==> src/core/exc_ctl_defines.svh <==
// Constants for the per-thread exception status and control word.
// Assumes inclusion by bare name from files under core/.
`ifndef EXC_CTL_DEFINES_SVH
`define EXC_CTL_DEFINES_SVH

// ****************************************
// Field positions of the control word
// ****************************************
`define BIT_BKPT_STAT   31
`define BIT_HALT_STAT   30
`define BIT_SWEXC       29
`define BIT_ILLOP_STAT  28
`define BIT_LOVF_STAT   27
`define BIT_LUNF_STAT   26
`define BIT_COVF_STAT   25
`define BIT_CUNF_STAT   24
`define BIT_BKPT_EN     15
`define BIT_HALT_EN     14
`define BIT_SWEXC_EN    13
`define BIT_ILLOP_EN    12
`define BIT_MSTK_EN     11

// ****************************************
// Reset values and pointer widths
// ****************************************
`define STAT_RESET      8'h00
`define EN_RESET        5'h00
`define IP_LSB          4
`define IP_W            32

`endif

==> src/core/exc_ctl_pkg.sv <==
// Types shared by the exception control block and its pointer unit.
// Assumes the defines header is compiled alongside.
package exc_ctl_pkg;

    // Cause of an exception entry, binary coded
    typedef enum logic [2:0] {
        CAUSE_NONE  = 3'h0,
        CAUSE_BKPT  = 3'h1,
        CAUSE_HALT  = 3'h2,
        CAUSE_SWEXC = 3'h3,
        CAUSE_ILLOP = 3'h4,
        CAUSE_MSTK  = 3'h5
    } cause_t;

    // Thread mode, binary coded
    typedef enum logic [0:0] {
        MODE_APP = 1'h0,
        MODE_SYS = 1'h1
    } mode_t;

endpackage : exc_ctl_pkg

==> src/core/exc_redirect_if.sv <==
// Interface carrying entry/return requests to the pointer unit.
// Assumes one clock domain shared by both ends.
`timescale 1ns/1ps
`default_nettype none
interface exc_redirect_if;
    import exc_ctl_pkg::*;
    logic        enter;
    logic        leave;
    cause_t      cause;
    logic [31:0] cur_ip;
    logic [31:0] saved_ip;
    modport ctl (output enter, leave, cause, cur_ip, input saved_ip);
    modport ptr (input enter, leave, cause, cur_ip, output saved_ip);
endinterface : exc_redirect_if
`default_nettype wire

==> src/core/exc_ptr_unit.sv <==
// Saved application pointer and redirect target computation.
// Assumes entry and return are never requested in the same cycle.
`timescale 1ns/1ps
`default_nettype none
`include "exc_ctl_defines.svh"
module exc_ptr_unit
    import exc_ctl_pkg::*;
(
    // Clock and reset
    input  wire logic     clk_sys,
    input  wire logic     nrst,
    input  wire logic     ce,
    // Requests from the control word
    exc_redirect_if.ptr   rq
);
    logic [31:0] saved_ff;
    logic [31:0] one_step;

    // One instruction step in pointer units
    assign one_step = 32'h1 << `IP_LSB;

    // Faulting or following instruction per cause
    always_ff @(posedge clk_sys) begin
        if (!nrst) begin
            saved_ff <= 32'h0;
        end else if (ce && rq.enter) begin
            if (rq.cause == CAUSE_SWEXC || rq.cause == CAUSE_MSTK) begin
                saved_ff <= rq.cur_ip + one_step;
            end else begin
                saved_ff <= rq.cur_ip;
            end
        end
    end

    assign rq.saved_ip = saved_ff;
endmodule : exc_ptr_unit
`default_nettype wire

==> src/core/thread_exception_status_control.sv <==
// Per-thread exception status and control word of an execution unit.
// Assumes the pipeline reports causes as one-cycle pulses with the
// current instruction pointer, and obeys redirect requests at once.
`timescale 1ns/1ps
`default_nettype none
`include "exc_ctl_defines.svh"

module thread_exception_status_control
    import exc_ctl_pkg::*;
#(
    parameter bit HAS_MSTK_EN = 1'b1
)(
    // Clock, reset, enable
    input  wire logic        clk_sys,
    input  wire logic        nrst,
    input  wire logic        ce,
    // Thread dispatch
    input  wire logic        dispatch,
    input  wire logic [4:0]  dispatch_en,
    // Control word operand access
    input  wire logic        word_wr,
    input  wire logic [31:0] word_wdata,
    output logic      [31:0] word_rdata,
    // Master exception state and suppress from thread control word
    input  wire logic        master_wr,
    input  wire logic        master_wdata,
    input  wire logic        suppress_wr,
    input  wire logic        suppress_wdata,
    output logic             master_state,
    output logic             suppress,
    // Pipeline event reports
    input  wire logic        inst_retire,
    input  wire logic        inst_bkpt,
    input  wire logic        inst_compressed,
    input  wire logic [31:0] cur_ip,
    input  wire logic        illop_evt,
    input  wire logic        lovf_evt,
    input  wire logic        lunf_evt,
    input  wire logic        covf_evt,
    input  wire logic        cunf_evt,
    // Halt broadcast pin
    input  wire logic        ext_halt_pin,
    // Redirect to pipeline
    output logic             redirect,
    output logic      [31:0] redirect_ip,
    output logic             hold_ip
);
    // ****************************************
    // Storage
    // ****************************************
    logic [7:0]  stat_ff;
    logic [4:0]  en_ff;
    mode_t       mode_ff;
    logic        supp_ff;
    logic        step_ff;
    logic        redirect_ff;
    logic [31:0] redirect_ip_ff;
    logic        hold_ff;
    logic [2:0]  halt_sync_ff;
    logic        halt_seen_ff;
    logic        halt_evt;
    logic        take;
    cause_t      nxt_cause;
    logic        leave;
    logic [31:0] rdata;
    logic [7:0]  nxt_stat;

    exc_redirect_if rq ();

    exc_ptr_unit u_ptr (
        .clk_sys (clk_sys),
        .nrst    (nrst),
        .ce      (ce),
        .rq      (rq.ptr)
    );

    // ****************************************
    // Halt pin synchroniser
    // ****************************************
    // Third stage only compared with second, never gated from the first
    always_ff @(posedge clk_sys) begin
        if (!nrst) begin
            halt_sync_ff <= 3'h0;
            halt_seen_ff <= 1'b0;
        end else if (ce) begin
            halt_sync_ff <= {halt_sync_ff[1:0], ext_halt_pin};
            if (halt_sync_ff[2] == halt_sync_ff[1]) begin
                halt_seen_ff <= halt_sync_ff[2];
            end
        end
    end
    assign halt_evt = (halt_sync_ff[2] == halt_sync_ff[1])
                      && halt_sync_ff[2] && !halt_seen_ff;

    // ****************************************
    // Cause selection
    // ****************************************
    // Live events feed this, and of the leftover status bits only the halt bit stat_ff[6]
    always_comb begin
        nxt_cause = CAUSE_NONE;
        if (mode_ff == MODE_APP) begin
            if (illop_evt && en_ff[1]) begin
                nxt_cause = CAUSE_ILLOP;
            end else if (inst_bkpt && en_ff[4] && !supp_ff) begin
                nxt_cause = CAUSE_BKPT;
            end else if (step_ff && inst_retire) begin
                nxt_cause = CAUSE_BKPT;
            end else if ((lovf_evt | lunf_evt | covf_evt | cunf_evt)
                         && en_ff[0]) begin
                nxt_cause = CAUSE_MSTK;
            end else if (word_wr && word_wdata[`BIT_SWEXC]
                         && en_ff[2]) begin
                nxt_cause = CAUSE_SWEXC;
            end else if ((halt_evt || stat_ff[6]) && en_ff[3]) begin
                nxt_cause = CAUSE_HALT;
            end
        end
    end
    assign take  = ce && (nxt_cause != CAUSE_NONE);
    assign leave = ce && master_wr && !master_wdata
                   && (mode_ff == MODE_SYS);

    assign rq.enter  = take;
    assign rq.leave  = leave;
    assign rq.cause  = nxt_cause;
    assign rq.cur_ip = cur_ip;

    // ****************************************
    // Status flags
    // ****************************************
    // Hardware sets win over a same-cycle software clear
    always_comb begin
        nxt_stat = stat_ff;
        if (word_wr) begin
            nxt_stat[7] = word_wdata[`BIT_BKPT_STAT];
            nxt_stat[6] = word_wdata[`BIT_HALT_STAT];
            if (mode_ff == MODE_SYS) begin
                nxt_stat[5] = word_wdata[`BIT_SWEXC];
                nxt_stat[4:0] = word_wdata[`BIT_ILLOP_STAT:`BIT_CUNF_STAT];
            end else if (word_wdata[`BIT_SWEXC]) begin
                nxt_stat[5] = 1'b1;
            end
        end
        if (halt_evt) nxt_stat[6] = 1'b1;
        if (take && nxt_cause == CAUSE_BKPT) nxt_stat[7] = 1'b1;
        if (take && nxt_cause == CAUSE_SWEXC) nxt_stat[5] = 1'b1;
        if (illop_evt) nxt_stat[4] = 1'b1;
        if (lovf_evt) nxt_stat[3] = 1'b1;
        if (lunf_evt) nxt_stat[2] = 1'b1;
        if (covf_evt) nxt_stat[1] = 1'b1;
        if (cunf_evt) nxt_stat[0] = 1'b1;
    end

    always_ff @(posedge clk_sys) begin
        if (!nrst) begin
            stat_ff <= `STAT_RESET;
        end else if (ce) begin
            stat_ff <= nxt_stat;
        end
    end

    // ****************************************
    // Enable bits
    // ****************************************
    // No fixed value beyond reset; launch loads them
    always_ff @(posedge clk_sys) begin
        if (!nrst) begin
            en_ff <= `EN_RESET;
        end else if (ce) begin
            if (dispatch) begin
                en_ff <= dispatch_en & {4'hF, HAS_MSTK_EN};
            end else if (word_wr) begin
                en_ff <= word_wdata[`BIT_BKPT_EN:`BIT_MSTK_EN]
                         & {4'hF, HAS_MSTK_EN};
            end
        end
    end

    // ****************************************
    // Mode, suppress and single step
    // ****************************************
    always_ff @(posedge clk_sys) begin
        if (!nrst) begin
            mode_ff <= MODE_APP;
            supp_ff <= 1'b0;
            step_ff <= 1'b0;
        end else if (ce) begin
            if (take) begin
                mode_ff <= MODE_SYS;
                step_ff <= 1'b0;
            end else if (leave) begin
                mode_ff <= MODE_APP;
                // Status left set with suppress: one step then back
                step_ff <= stat_ff[7] && supp_ff;
            end else if (step_ff && inst_retire) begin
                step_ff <= 1'b0;
            end
            if (suppress_wr) begin
                supp_ff <= suppress_wdata;
            end else if (mode_ff == MODE_APP && supp_ff
                         && inst_bkpt && en_ff[4]) begin
                supp_ff <= 1'b0;
            end
        end
    end

    // ****************************************
    // Redirect outputs
    // ****************************************
    always_ff @(posedge clk_sys) begin
        if (!nrst) begin
            redirect_ff    <= 1'b0;
            redirect_ip_ff <= 32'h0;
            hold_ff        <= 1'b0;
        end else if (ce) begin
            redirect_ff <= take || leave;
            if (leave) begin
                redirect_ip_ff <= rq.saved_ip;
            end
            // Stepping a compressed op leaves the pointer where it was
            hold_ff <= step_ff && inst_compressed;
        end
    end

    // Read view of the word
    always_comb begin
        rdata = 32'h0;
        rdata[`BIT_BKPT_STAT:`BIT_CUNF_STAT] = stat_ff;
        rdata[`BIT_BKPT_EN:`BIT_MSTK_EN]     = en_ff;
    end

    always_ff @(posedge clk_sys) begin
        if (!nrst) begin
            word_rdata <= 32'h0;
        end else if (ce) begin
            word_rdata <= rdata;
        end
    end

    assign master_state = mode_ff;
    assign suppress     = supp_ff;
    assign redirect     = redirect_ff;
    assign redirect_ip  = redirect_ip_ff;
    assign hold_ip      = hold_ff;
endmodule : thread_exception_status_control
`default_nettype wire

==> config.mk <==
export PLATFORM = sky130hd
export DESIGN_NAME = thread_exception_status_control
export DESIGN_NICKNAME = d
export VERILOG_FILES = /design/src/core/exc_ctl_pkg.sv /design/src/core/exc_redirect_if.sv /design/src/core/exc_ptr_unit.sv /design/src/core/thread_exception_status_control.sv
export VERILOG_INCLUDE_DIRS = /design/src /design/src/core
export SDC_FILE = /design/constraint.sdc
export NUM_CORES = 1
export LEC_CHECK = 0
export BUFFER_PORTS_ARGS = -buffer_cell sky130_fd_sc_hd__buf_2
export CORE_ASPECT_RATIO = 0.8
export CORE_MARGIN = 4
export CORE_UTILIZATION = 38
export DETAILED_ROUTE_END_ITERATION = 8
export GPL_TIMING_DRIVEN = 1
export PLACE_DENSITY = 0.66
export SLEW_MARGIN = 10
export SYNTH_ARGS = -nofsm -noshare
export SYNTH_HDL_FRONTEND = slang
export SYNTH_SLANG_ARGS = --single-unit
==> constraint.sdc <==
create_clock -name clk_sys -period 2 [get_ports clk_sys]
set_input_delay 0.2 -clock clk_sys [delete_from_list [all_inputs] [get_ports clk_sys]]
set_output_delay 0.2 -clock clk_sys [all_outputs]
set_load 0.02 [all_outputs]
* Word level (Yosys, flattened, before mapping)
Index checks and enable logic that the tools add are counted.
Storage, ports and cells: bits in registers 99
Cells by class: reductions and logical operators 61, equality and inequality tests 4, bitwise operators 4, muxes and demuxes 29, add/subtract/negate cells 1
Operators by type and width (count):
- 32-bit by 5-bit adder with 32-bit output, second input constant | 1
- 32-bit two-way mux | 1
- 2-bit nonzero test | 16
- 1-bit logical AND | 22
- 3-bit AND reduction | 6
- 1-bit two-way mux | 17
- 2-bit AND reduction | 8
- 3-bit two-way mux | 5
- 5-bit two-way mux | 3
- 3-bit nonzero test | 3
- 8-bit two-way mux | 1
- 2-bit two-way mux | 2
- 3-bit by 1-bit equality test with 1-bit output, second input constant | 1
- 3-bit by 2-bit equality test with 1-bit output, second input constant | 1
- 3-bit equality test, second input constant | 1
- 1-bit logical NOT | 3
- 1-bit logical OR | 3
- 1-bit OR | 3
- 1-bit equality test | 1
- 1-bit NOT | 1

* Longest topological paths before layout
depth in word-level cells 17, mapped depth 7, gate-level depth less buffers 6

* Modules after synthesis
A second synthesis with hierarchy kept.
Unflattened totals: cell total of the unflattened synthesis 536, area, all modules 4615.7 um^2
By module, submodules not included:
- thread_exception_status_control | instances 1, cells an instance 325, seq. area each 1341.3 um^2, area each 2922.8 um^2
- exc_ptr_unit | instances 1, cells an instance 211, seq. area each 640.6 um^2, area each 1692.9 um^2

* Worst setup path before layout
No wires, ideal clock.
path type register -> register, from reg halt_sync_ff[1], to reg u_ptr.saved_ff[10], in the netlist u_ptr.rq.saved_ip[10], stages on the path, launching flop included 8, clock period less this slack 1.863 ns, buffers on the path 2, arrival time 1.741 ns, setup slack 0.137 ns, required time 1.878 ns, cell sequence dfxtp_1 > ha_1 > nor2b_1 > o21ai_0 > a311oi_4 > buf_4 > buf_2 > a21oi_1
Between the ends: cells in the longest elaborated chain, start to end 15, elaborated cells between the ends (all ways) 19, those cells by class 3 x eq/ne; 8 x mux; 8 x reduce/logical
RTL lines:
- start, declared | line thread_exception_status_control.sv:59 | logic [2:0] halt_sync_ff;
- start signal, assigned | line thread_exception_status_control.sv:86 | halt_sync_ff <= {halt_sync_ff[1:0], ext_halt_pin};
- 1-bit equality test (*) | line thread_exception_status_control.sv:92 | assign halt_evt = (halt_sync_ff[2] == halt_sync_ff[1])
- 1-bit logical AND (*) (2 in a row) | line thread_exception_status_control.sv:93 | && halt_sync_ff[2] && !halt_seen_ff;
- 1-bit logical OR (*) | line thread_exception_status_control.sv:114 | end else if ((halt_evt || stat_ff[6]) && en_ff[3]) begin
- 1-bit logical AND (*) | line thread_exception_status_control.sv:114
- 2-bit two-way mux (*) | line thread_exception_status_control.sv:114
- 2-bit two-way mux (*) | line thread_exception_status_control.sv:111 | end else if (word_wr && word_wdata[`BIT_SWEXC]
- 3-bit two-way mux (*) | line thread_exception_status_control.sv:108 | end else if ((lovf_evt | lunf_evt | covf_evt | cunf_evt)
- 3-bit two-way mux (*) | line thread_exception_status_control.sv:106 | end else if (step_ff && inst_retire) begin
- 3-bit two-way mux (*) | line thread_exception_status_control.sv:104 | end else if (inst_bkpt && en_ff[4] && !supp_ff) begin
- 3-bit two-way mux (*) | line thread_exception_status_control.sv:102 | if (illop_evt && en_ff[1]) begin
- 3-bit two-way mux (*) | line thread_exception_status_control.sv:101 | if (mode_ff == MODE_APP) begin
- 3-bit by 2-bit equality test with 1-bit output (tied with other cells) | line exc_ptr_unit.sv:27 | if (rq.cause == CAUSE_SWEXC || rq.cause == CAUSE_MSTK) begin
- 1-bit logical OR or 1-bit logical AND (tied branches) | line exc_ptr_unit.sv:27, thread_exception_status_control.sv:119
- 32-bit two-way mux or 1-bit logical AND (tied branches) | line exc_ptr_unit.sv:27, exc_ptr_unit.sv:26
- end signal, assigned | line exc_ptr_unit.sv:28 | saved_ff <= rq.cur_ip + one_step;
- end signal, assigned | line exc_ptr_unit.sv:30 | saved_ff <= rq.cur_ip;
- end, declared | line exc_ptr_unit.sv:16 | logic [31:0] saved_ff;
Every way passes the cells marked *; elsewhere a longest branch is shown, timed or not. A chain may end at the register's enable or synchronous reset.

* Final worst setup path
from reg halt_sync_ff[1], to reg u_ptr.saved_ff[2], in the netlist u_ptr.rq.saved_ip[2]
Same word-level chain as after synthesis.

==> results.sh <==
export IMPL_synth_avg_cell_area_sq_um=8.92
export IMPL_globalRouteOverflowTotal=0
export IMPL_fmax_ghz=0.531
export IMPL_fin_crit_ns=1.88
export IMPL_ys_top_cells_by_area="dfxtp_1 43%, nand2_1 6.6%, mux2i_1 5.7%"
export IMPL_async_flop_share_pct=0
export IMPL_synth_simple_area_share_pct=19.7
export IMPL_holdBufCountCts=0
export IMPL_crit_path_end_kind="flop"
export IMPL_crit_path_start_kind="flop"
export IMPL_place_area_sq_um=5280
export IMPL_worst_path_most_repeated_cell="nor2b_1"
export IMPL_start_util_pct=39.2
export IMPL_wire_per_inst_microns=14.5
export IMPL_clk_pin_slew_ns=0.07
export IMPL_dr_first_iter_drc_count=182
export IMPL_synthMuxAreaShare_pct=5.95
export IMPL_ir_worst_vdd_mv=0.500
export IMPL_worstSetupStartpoint="halt_sync_ff[1]$_SDFFE_PN0P_"
export IMPL_worstPathArrival_ns=2.11
export IMPL_required_ns=2.23
export IMPL_drive_above_1_share_pct=26.7
export IMPL_ys_ff_latch=99
export IMPL_final_area_sq_um=5620
export IMPL_rr_worst_depth=8
export IMPL_worst_pin_slew_ns=0.654
export IMPL_fin_cells=777
export IMPL_synth_yosys_seq_area_share_pct=43.4
export IMPL_multi_input_area_sq_um=2330
export IMPL_core_area_sq_um=11600
export IMPL_io_buffers=116
export IMPL_drv_cap=0
export IMPL_drv_slew=0
export IMPL_cts_tree="done"
export IMPL_num_vias=3906
export IMPL_netlist_area_sq_um=4570
export IMPL_dp_cells=759
export IMPL_syn_inst=512
export IMPL_dieArea_sq_um=13800
export IMPL_leakagePower_uw=0.00239
export IMPL_yosysWarnings=0
export IMPL_ys_types=53
export IMPL_rr_startpoint="halt_sync_ff[1]$_SDFFE_PN0P_"
export IMPL_status="complete, no violations"
export IMPL_synth_fa_ha_area_share_pct=0.548
export IMPL_crit_path_max_incr_delay_ns=0.36
export IMPL_cts_buffer_depth=2
export IMPL_crit_type="reg -> reg"
export IMPL_p_total_uw=4450
export IMPL_postRouteAntennaNets=0
export IMPL_antenna_found_initial=0
export IMPL_grt_first_pass_wirelength_microns=17500
export IMPL_grt_total_usage_pct=15.6
export IMPL_grt_max_degree=100
export IMPL_hold_viol=0
export IMPL_synthXorXnorAreaFrac_pct=3.84
export IMPL_fin_nets=713
export IMPL_place_congestion=0.845
export IMPL_nFillCells=1130
export IMPL_dr_pass1_iters=4
export IMPL_routed_wl_microns=11200
export IMPL_finalSetupViolations=0
export IMPL_fin_hold_ws_ns=0.128
export IMPL_root_buffer="clkbuf_16"
export IMPL_reg2reg_setup_slack_ns=0.12
export IMPL_grt_pass1_vias=3580
export IMPL_synth_cells_most_frequent="99 x dfxtp_1, 80 x nand2_1, 39 x o21ai_0"
export IMPL_netlist_area_leader_share_pct=43.4
export IMPL_synth_top_family_by_area="simple AND/OR/NAND/NOR gates"
export IMPL_clock_latency_ns=0.34
export IMPL_fin_tns_setup_ns=0
export IMPL_hpwlAfterDp_microns=7830
export IMPL_synth_edf_count=0
export IMPL_via_per_inst=5.03
export IMPL_crit_chain="ha_1 > nor2b_1 > o21ai_0 > a311oi_4 > buf_4 > buf_12 > mux2i_1 > nor2b_1"
export IMPL_fp_dieH_microns=106
export IMPL_ff_latch_area_sq_um=1980
export IMPL_crit_fanout=27
export IMPL_synth_top_cell_by_area="dfxtp_1"
export IMPL_period_share_pct=94.2
export IMPL_synth_compound_area_share_pct=19.2
export IMPL_finalClockSkew_ns=0.00872
export IMPL_relSlewSlack_pct=56.3
export IMPL_ys_flop_type="dfxtp_1"
export IMPL_insertedDiodeCount=0
export IMPL_crit_end="u_ptr.rq.saved_ip[2]$_SDFFE_PN0P_"
export IMPL_drc=0
export IMPL_pwr_density_cell_nw_per_um2=792
export IMPL_r2r_end="u_ptr.rq.saved_ip[2]$_SDFFE_PN0P_"
export IMPL_htree_levels=3
export IMPL_synth_most_common_cell="dfxtp_1"
export IMPL_hold_path_class="in -> reg"
export IMPL_rows=35
export IMPL_io_pins=155
export IMPL_cts_sinks=99
export IMPL_cpMaxStageDelayCell="dfxtp_1"
export IMPL_syn2layout_area_growth_pct=23.0
export IMPL_fp_dieW_microns=131
export IMPL_cts_buffers=9
-- state kept, by name (all words and copies together) (netlist names) --
signal and count:
halt_seen_ff 1, stat_ff 8, redirect 1, halt_sync_ff 3, en_ff 5, word_rdata 13
suppress 1, step_ff 1, master_state 1, redirect_ip 32, u_ptr.rq.saved_ip 32, hold_ip 1
-- what timing repair did --
action                     4_1_cts  5_1_grt
setup buffers                    0        1
resized for setup                0        1
setup endpoints to repair        0       29
-- where the power goes --
group,internal (uW),leakage (uW),switching (uW)
logic,239,0.00144,332
registers,2080,0.000807,54.7
clock network,979,0.000142,770
-- worst min-delay path by stage --
stage | slack, ns | start | end | cells past startpoint
3_3_place_gp | 0.44 | stat_ff[2]$_SDFFE_PN0P_ | stat_ff[2]$_SDFFE_PN0P_ | 2
3_5_place_dp | 0.45 | stat_ff[6]$_SDFFE_PN0P_ | stat_ff[6]$_SDFFE_PN0P_ | 2
5_1_grt | 0.11 | cur_ip[3] | u_ptr.rq.saved_ip[3]$_SDFFE_PN0P_ | 3
4_1_cts | 0.11 | cur_ip[3] | u_ptr.rq.saved_ip[3]$_SDFFE_PN0P_ | 3
2_1_floorplan | 0.36 | cur_ip[26] | u_ptr.rq.saved_ip[26]$_SDFFE_PN0P_ | 2
6_report | 0.13 | cur_ip[0] | u_ptr.rq.saved_ip[0]$_SDFFE_PN0P_ | 3
-- cell usage in the layout (no fill, tap or decap), types with 2 or more instances in the layout --
cell type / netlist / layout
o211a_1: 5 / 5
mux2i_1: 26 / 26
and4b_1: 2 / 2
conb_1: 1 / 19
and2_2: 2 / 2
dfxtp_1: 99 / 99
a21oi_1: 29 / 29
and3_1: 3 / 3
nand4b_1: 2 / 2
a21boi_0: 34 / 34
xor2_1: 19 / 19
and2_1: 3 / 3
nand4_1: 13 / 13
and4_1: 2 / 2
inv_6: 0 / 2
and4_4: 2 / 2
a32oi_1: 2 / 2
nand3b_1: 2 / 2
o21ai_0: 39 / 39
nand3_1: 7 / 7
or4_1: 5 / 5
nor2_1: 4 / 4
buf_2: 6 / 116
buf_4: 22 / 16
o31ai_1: 11 / 11
nor2b_1: 26 / 26
and3_2: 2 / 2
ha_1: 2 / 2
inv_1: 9 / 9
clkinvlp_4: 0 / 2
a31oi_1: 8 / 8
clkbuf_16: 0 / 10
nand2_1: 80 / 80
buf_12: 0 / 3
-- stage by stage --
| step | util (%) | worst slack, ns |
|---|---|---|
| 2_1_floorplan | - | 0.137 |
| 3_3_place_gp | 45.3 | 0.0750 |
| 3_5_place_dp | 45.3 | 0.0621 |
| 4_1_cts | 47.9 | 0.0406 |
| 5_1_grt | 48.2 | -0.0240 |
| 6_report | 48.2 | 0.116 |
-- routing by layer --
| layer | share of wire, % | global-route usage, % |
|---|---|---|
| met4 | 2.1 | 5.95 |
| met1 | 48 | 21.6 |
| met3 | 5.1 | 4.37 |
| met5 | 0 | 0 |
| met2 | 45 | 22.8 |
-- worst max-delay path, delay by kind of cell (launching register included) --
kind	cells	cell delay (ns)
muxes	1	0.21
and+or+nand+nor	2	0.27
DFF	1	0.36
adders and majority gates	1	0.14
AOI/OAI and AO/OA	2	0.42
buffers and inverters	2	0.38
-- final cells by class --
class	count	share of cell area, %
clock inverter	7	1.36
clock buffer	9	4.01
tap	148	3.30
inverter	9	0.601
multi-input combinational	369	41.5
timing repair buffer	136	14.0
sequential	99	35.3
-- logic make-up (layout without fill, tap and decap cells) --
kind of cell | after synthesis | in the layout
simple gates | 166 | 166
compound gates | 135 | 135
flops | 99 | 99
buf+inv | 62 | 161
mux | 27 | 27
xor+xnor | 20 | 20
fa+ha+maj | 2 | 2
other cells | 1 | 19
Power figures use the tool's default switching activity.
